**config.mk**
```make
export PLATFORM = sky130hd
export DESIGN_NAME = bus_arbitration_and_cache_abort
export DESIGN_NICKNAME = d
export VERILOG_FILES = /design/src/logic/arb_pkg.sv /design/src/logic/bus_arbitration_and_cache_abort.sv
export SDC_FILE = /design/constraint.sdc
export NUM_CORES = 1
export LEC_CHECK = 0
export ABC_AREA = 1
export BUFFER_PORTS_ARGS = -buffer_cell sky130_fd_sc_hd__buf_2
export CORE_AREA = 3 3 43 45
export DETAILED_ROUTE_END_ITERATION = 6
export DIE_AREA = 0 0 46 48
export SETUP_SLACK_MARGIN = 0.2
export SKIP_LAST_GASP = 1
export SLEW_MARGIN = 10
export SYNTH_ARGS = -nofsm -noshare
export SYNTH_HDL_FRONTEND = slang
export SYNTH_SLANG_ARGS = --single-unit
```
**constraint.sdc**
```tcl
create_clock -name clk_sys -period 1.5 [get_ports clk_sys]
set_clock_uncertainty 0.15 [all_clocks]
set_input_delay 0.15 -clock clk_sys [delete_from_list [all_inputs] [get_ports clk_sys]]
set_output_delay 0.15 -clock clk_sys [all_outputs]
set_load 0.03 [all_outputs]
```
**src/logic/arb_pkg.sv**
```systemverilog
package arb_pkg;

	// ------------------------------------------------------------
	// Arbiter states
	// ------------------------------------------------------------
	typedef enum logic [2:0] {
		ARB_OWN,
		ARB_GRANT,
		ARB_HOLD,
		ARB_RELEASE,
		ARB_RETURN
	} arb_state_t;

	// ------------------------------------------------------------
	// Reset values and prefetch gap
	// ------------------------------------------------------------
	localparam logic RST_GRANT = 1'b0;
	localparam logic RST_DRIVE = 1'b0;
	localparam logic [1:0] PREFETCH_GAP = 2'h2;

	// ------------------------------------------------------------
	// Request from the sequencer and bus status to the pins
	// ------------------------------------------------------------
	typedef struct packed {
		logic instr_req;
		logic data_req;
		logic operand_first;
		logic rmw_seq;
	} cyc_req_t;

	typedef struct packed {
		logic early_cycle_start;
		logic operand_cycle_start;
		logic address_strobe;
		logic rmw_indicator;
		logic size_apply;
	} cyc_out_t;

endpackage

```
**src/logic/bus_arbitration_and_cache_abort.sv**
```systemverilog
// Overview of operation
// - Cached normal reads ignore low address and size outputs.
// - Instruction need starts cache lookup and a speculative bus cycle.
// - A hit abandons the speculative cycle; address strobe stays low.
// - Early start and operand start strobes assert when bus is free.
// - Early start strobe may stay asserted up to two consecutive clocks.
// - Instruction prefetches issue at most every other clock.
// - Aborted cycles during busy bus show no strobe activity.
// - Arbiter advances on the rising edge after request is valid.
// - Bus grant output changes on the falling edge after grant changes.
// - Bus control outputs drive right after mastership returns.
// - State 0: grant and drive negated, processor owns bus.
// - Request enters state 1 with grant and drive, then state 2.
// - State 2 holds until request drops, then state 3 negates grant.
// - State 4 follows state 3 with drive held; then back to 0.
// - Bus request ignored during read-modify-write sequences.
// - Read-modify-write indicator spans first to final sequence cycle.
// - Address strobe asserts half a clock after a cycle proceeds.
module bus_arbitration_and_cache_abort (
	// Clock and reset
	input wire logic clk_sys,
	input wire logic reset,
	// Sequencer side
	input wire arb_pkg::cyc_req_t req,
	input wire logic cache_enable,
	input wire logic cache_hit,
	input wire logic cycle_done,
	// External bus
	input wire logic bus_request_in,
	input wire logic bus_fault_in,
	input wire logic size_ack_hi,
	input wire logic size_ack_lo,
	output arb_pkg::cyc_out_t cyc_out,
	output logic bus_grant_out,
	output logic bus_drive_en,
	output logic cycle_aborted
);

	// ------------------------------------------------------------
	// Cycle start and cache abort
	// ------------------------------------------------------------
	logic busy_r;
	logic strobe_pend_r;
	logic as_r;
	logic rmw_r;
	logic [1:0] pf_gap_r;
	logic ecs_r;
	logic ocs_r;
	logic abort_r;
	logic size_apply_r;
	logic bus_free;
	logic pf_ok;
	logic instr_go;
	logic start;
	logic proceed;
	logic ack;
	logic rmw_lock;

	assign ack = size_ack_hi | size_ack_lo;
	assign bus_free = ~busy_r & ~bus_drive_en;
	// Prefetches are spaced so a start right after an abort is a data fetch.
	assign pf_ok = (pf_gap_r == 2'h0);
	assign instr_go = req.instr_req & pf_ok;
	assign start = bus_free & (instr_go | req.data_req);
	// A hit only cancels a pure instruction start; data cycles go on.
	assign proceed = start & ~(instr_go & ~req.data_req & cache_hit);
	assign rmw_lock = rmw_r | (start & req.rmw_seq);

	always_ff @(posedge clk_sys) begin
		if (reset) begin
			busy_r <= 1'b0;
			strobe_pend_r <= 1'b0;
			rmw_r <= 1'b0;
			pf_gap_r <= 2'h0;
			ecs_r <= 1'b0;
			ocs_r <= 1'b0;
			abort_r <= 1'b0;
			size_apply_r <= 1'b1;
		end else begin
			ecs_r <= start;
			ocs_r <= start & req.operand_first;
			// Hits while busy never reach the pins.
			abort_r <= start & ~proceed;
			strobe_pend_r <= proceed;
			if (proceed)
				busy_r <= 1'b1;
			else if (cycle_done | ack | bus_fault_in)
				busy_r <= 1'b0;
			if (start & req.rmw_seq)
				rmw_r <= 1'b1;
			else if (bus_fault_in | (~req.rmw_seq & ~busy_r))
				rmw_r <= 1'b0;
			if (instr_go & start)
				pf_gap_r <= arb_pkg::PREFETCH_GAP - 2'h1;
			else if (pf_gap_r != 2'h0)
				pf_gap_r <= pf_gap_r - 2'h1;
			if (proceed)
				size_apply_r <= ~(cache_enable & instr_go);
		end
	end

	// Strobe rises half a clock into the cycle, on the falling edge.
	always_ff @(negedge clk_sys) begin
		if (reset)
			as_r <= 1'b0;
		else
			as_r <= (strobe_pend_r | (as_r & busy_r)) & busy_r;
	end

	// ------------------------------------------------------------
	// Arbiter
	// ------------------------------------------------------------
	arb_pkg::arb_state_t st_r;
	arb_pkg::arb_state_t st_nxt;
	logic req_eff;
	logic grant_int;
	logic grant_fall_r;

	// Locked sequences mask the request entirely.
	assign req_eff = bus_request_in & ~rmw_lock;

	always_comb begin
		st_nxt = st_r;
		case (st_r)
			arb_pkg::ARB_OWN:
				// A start on this edge keeps the bus, or its strobe is lost.
				if (req_eff & ~busy_r & ~start)
					st_nxt = arb_pkg::ARB_GRANT;
			arb_pkg::ARB_GRANT:
				st_nxt = arb_pkg::ARB_HOLD;
			arb_pkg::ARB_HOLD:
				if (~bus_request_in)
					st_nxt = arb_pkg::ARB_RELEASE;
			arb_pkg::ARB_RELEASE:
				st_nxt = arb_pkg::ARB_RETURN;
			arb_pkg::ARB_RETURN:
				st_nxt = arb_pkg::ARB_OWN;
			default:
				st_nxt = arb_pkg::ARB_OWN;
		endcase
	end

	always_ff @(posedge clk_sys) begin
		if (reset)
			st_r <= arb_pkg::ARB_OWN;
		else
			st_r <= st_nxt;
	end

	assign grant_int = (st_r == arb_pkg::ARB_GRANT) |
		(st_r == arb_pkg::ARB_HOLD);
	// Drive stays high through release so the bus is not left floating.
	assign bus_drive_en = (st_r != arb_pkg::ARB_OWN);

	always_ff @(negedge clk_sys) begin
		if (reset)
			grant_fall_r <= arb_pkg::RST_GRANT;
		else
			grant_fall_r <= grant_int;
	end

	assign bus_grant_out = grant_fall_r;
	assign cycle_aborted = abort_r;
	assign cyc_out.early_cycle_start = ecs_r & ~bus_drive_en;
	assign cyc_out.operand_cycle_start = ocs_r & ~bus_drive_en;
	assign cyc_out.address_strobe = as_r & ~bus_drive_en;
	assign cyc_out.rmw_indicator = rmw_r;
	assign cyc_out.size_apply = size_apply_r;
endmodule

```
; ---- Yosys cells after proc, flatten, opt, wreduce, memory -nomap -nowiden
; Cells that the tools add are included.
[totals]
ff_bits = 14
inputBits = 13
output_inout_bits = 8
word_cells = 73
[op_classes]
add_sub_neg = 1
n_eq_ne = 5
n_mux = 9
n_bitwise = 37
reduce_logical = 9
[op_table]
columns = cell, count
row1 = $and A1 B1 Y1, 20
row2 = $pmux W3 S4, 1
row3 = $not A1 Y1, 9
row4 = $or A1 B1 Y1, 8
row5 = $reduce_bool A2 Y1, 4
row6 = $eq A3 B2 Y1 const B, 2
row7 = $mux W1, 6
row8 = $mux W3, 2
row9 = $ne A2 B2 Y1 const B, 2
row10 = $eq A3 B1 Y1 const B, 1
row11 = $logic_not A3 Y1, 1
row12 = $reduce_bool A3 Y1, 1
row13 = $logic_not A2 Y1, 1
row14 = $reduce_and A2 Y1, 1
row15 = $reduce_or A2 Y1, 1
row16 = $sub A2 B1 Y2 const B, 1

; ---- Depth between registers and ports, before layout
[logic_depth]
ltp_word = 12
mapped_depth = 8
ltp_nobuf = 8

==> run summary <==
The run finished, with violations left. The checks that failed: setup timing. The final route contains approximately 630 vias. The routability congestion estimate from global placement is 0.710. The floorplan step set the die height to 48 um. The DRC marker count from the first detailed-route iteration is 4. The count of final setup violators came out at 3. The share of total power dissipated in sequential elements is between 30% and 40%. The worst register-to-register path ends at bus_grant_out.

The area growth from synthesis to layout is 70.1%. Across every metal layer, demand over resource in global routing totals 16.0%. In this run the worst hold path is classified as input port to flip-flop.

The signal arrival time at the worst endpoint came out at between 1.5 and 2 ns. The leading area contributor after synthesis is dfxtp_1. The smallest setup slack after layout is -0.450 ns. The hold path startpoint is reset. The share of final-layout standard cells stronger than drive strength 1 came out at 57.0%.

Of the post-synthesis cell area, the dominant cell type holds 46.5%. The clock slew seen by the registers of the worst setup and hold paths came out at around 0.090 ns. Net switching is 38.8% of the power.

The count of port buffers added during placement came out at 20. Before antenna repair, the detailed router went through 4 iterations. Each instance of the synthesized netlist takes up on average between 7 and 8 sq um. The startpoint identified for the worst register-to-register timing path is st_r[2]. The leakage power summed over all cells is around 0.50 nW. The largest net degree at the start of global routing came out at 9. 21 I/O pins were placed. In this run the number of H-tree levels came out at 1. The initial antenna violation count is 0. STA classifies the critical path startpoint as a flip-flop. The total negative setup slack came out at -0.877 ns. The total area inside the core boundary comes to 1510 sq um.

The global-route wire length before repair came out at ~2500 um. In the synthesized netlist, the cells that appear most often are nor2_1 (15), dfxtp_1 (14), inv_1 (14). The Yosys step of the flow raised 0 warnings. The post-synthesis instance area came out at slightly above 600 sq um. The async set-or-reset flop fraction in the synthesized netlist is 0%. The number of synthesized flops with an enable pin is 0. The final count of pins violating max slew came out at 0. The net count after synthesis came out at 94. The routed design has 1470 um of wire. The post-route DRC violation count is 0. In the post-synthesis netlist, the biggest area contributors are dfxtp_1 (46%), nor2_1 (9.3%), inv_1 (8.7%), nand2_1 (7.5%), a21oi_1 (4.1%). The final total power is between 0.0015 and 0.002 W. Setup repair after global routing could not meet its margin everywhere. The largest fanout of any net on the critical path is 2. The per-cell via count in the routed design came out at 4.57. At the later pin of the worst-skew pair, clock insertion delay measures roughly 0.28 ns. The kind of capture point of the worst setup path is a primary output.

The count of distinct cell types in the synthesized netlist came out at 17. The area of the die is ~2200 sq um. TritonCTS built the clock tree. In this run the power spent charging and discharging nets is roughly 0.00067 W. The HPWL after detailed placement is between 900 and 1000 um. The number of clock buffers added by TritonCTS is 3. The tree is rooted in a clkbuf_4. The worst register-to-register path has a setup slack of -0.11 ns. Among all cell types in the netlist, the one instantiated most often is nor2_1. Clock tree synthesis found a total of 14 sinks.

The critical path ends at cyc_out[2]. Tracing the worst setup path back leads to its startpoint at as_r. The proportion of synthesized chip area in sequential cells is 46.5%.

The width of the die is about 46 um. The effective utilization at floorplan is approximately 40%. The number of max-capacitance violations reported came out at 0. The flip-flop and latch count after synthesis is 14. For the worst setup path, the data required time is roughly 1.2 ns. The power per standard cell area came out at between 1500 and 2000 nW/um^2. In this run the core area contains 14 standard-cell rows. The number of global-route vias before repair is a little over 600. The number of standard cells in the layout, taps in and fillers out came out at around 140. By startpoint and endpoint, the worst setup path is classified as flip-flop to primary output. At the pin with the least slew margin, the transition time is 0.182 ns. Including well taps, the total number of placed cells is 120. The instance count of the mapped netlist came out at 80.

The clock passes through at most 2 buffers. In this run the remaining antenna-violating nets after routing total 0. Global routing finished with a remaining overflow of 0. The power share of the clock group came out at a little under a fifth. The worst hold path was traced through 3 stages. The peak supply drop is 0.981 mV. In this run, the combinational gates consume between 50% and 60% of the power. Dividing the detail-routed wire length by the instance count gives between 10 and 15 um. The tightest hold margin came out at 0.00585 ns.

The final number of hold-violating endpoints was 0. The layout net count came out at approximately 140. The fill cell instance count of the final layout came out at 126. The headroom to the max-slew limit came out at around 90%. The most instantiated flip-flop cell in the synthesis netlist is dfxtp_1. The internal cell power came out at 0.00105 W. The antenna diode instance count came out at 0. The worst-case reg-to-reg path depth came out at 2.
## worst max-delay path, cell delays in order, from the launching register on
cell,delay (ns)
dfxtp_2,0.32
inv_2,0.04
nor2_4,0.07
buf_6,0.13
## cell usage in the layout (no fill, tap or decap), types with 2 or more instances in the layout
master,Yosys,final
buf_4,2,9
dfxtp_1,14,6
a21oi_2,0,3
a21oi_1,5,2
buf_2,0,16
nand3_1,4,4
dfxtp_2,0,8
nor2_4,2,4
nor2_2,0,2
inv_2,0,4
inv_1,14,10
nand2_1,12,8
clkbuf_4,0,3
dlygate4sd3_1,0,6
nand2_2,1,4
buf_6,0,7
nor2_1,15,11
## metal layers
| metal | global-route usage [%] | vias up | routed length (um) | part of all wire (%) |
|---|---|---|---|---|
| li1 | - | 326 | - | - |
| met4 | 5.11 | 0 | 19 | 1.3 |
| met2 | 28.0 | 20 | 755 | 51 |
| met5 | 0 | - | 0 | 0 |
| met1 | 17.9 | 276 | 614 | 42 |
| met3 | 6.02 | 4 | 80 | 5.4 |
## power by group through the flow
stage	Clock, W	Combinational, W	Sequential [W]
after detailed placement	0.0000125	0.000628	0.000517
after global routing	0.000345	0.000972	0.000531
after CTS	0.000332	0.000752	0.000515
after floorplan	0.0000125	0.000481	0.000526
final	0.000326	0.000873	0.000521
after global placement	0.0000125	0.000621	0.000516
## through the flow
stage	utilization, %	setup slack, ns	cell area (sq um)
after detailed placement	52.2	-0.210	787
after global placement	52.2	-0.194	787
after floorplan	-	-0.143	637
after global routing	68.1	-0.493	1030
final	68.1	-0.450	1030
after CTS	64.8	-0.453	976
## cell families (layout without fill, tap and decap cells)
group,after synthesis,after routing,synth area share [%]
adders and majority gates,1,1,2.07
buffers and inverters,16,57,11.2
xor gates and xnor gates,1,1,1.45
AOI/OAI and AO/OA,7,7,5.81
DFF,14,14,46.5
and+or+nand+nor,41,41,33.0
## layout make-up
type	instances	area [sq um]	share of cell area (%)
multi-input combinational	50	330	32.2
inverter	13	51.3	5.00
timing repair buffer	38	287	27.9
sequential	14	290	28.3
clock buffer	3	22.5	2.20
tap	16	20.0	1.95
clock inverter	3	25.0	2.44
## state kept, by name (all words and copies together) (netlist names)
register and count:
pf_gap_r 2, as_r 1, cycle_aborted 1, ocs_r 1
size_apply_r 1, strobe_pend_r 1, ecs_r 1, bus_grant_out 1
st_r 3, busy_r 1, rmw_r 1
## timing repair
action | CTS | global route
setup endpoints to repair | 17 | 17
pin swaps | 5 | 3
gates resized for setup | 19 | 15
endpoints found under the hold margin | 3 | 0
gates cloned | 0 | 0
hold buffers | 6 | 0
buffers inserted | 5 | 1
## how the worst min path moves through the flow
| stage | to | slack, ns |
|---|---|---|
| after floorplan | busy_r | 0.06 |
| after global placement | ocs_r | 0.22 |
| after detailed placement | ocs_r | 0.23 |
| after CTS | busy_r | 0.005 |
| after global routing | pf_gap_r[0] | 0.008 |
| final | pf_gap_r[0] | 0.006 |
Note: power is estimated with default switching activity, not from simulation.
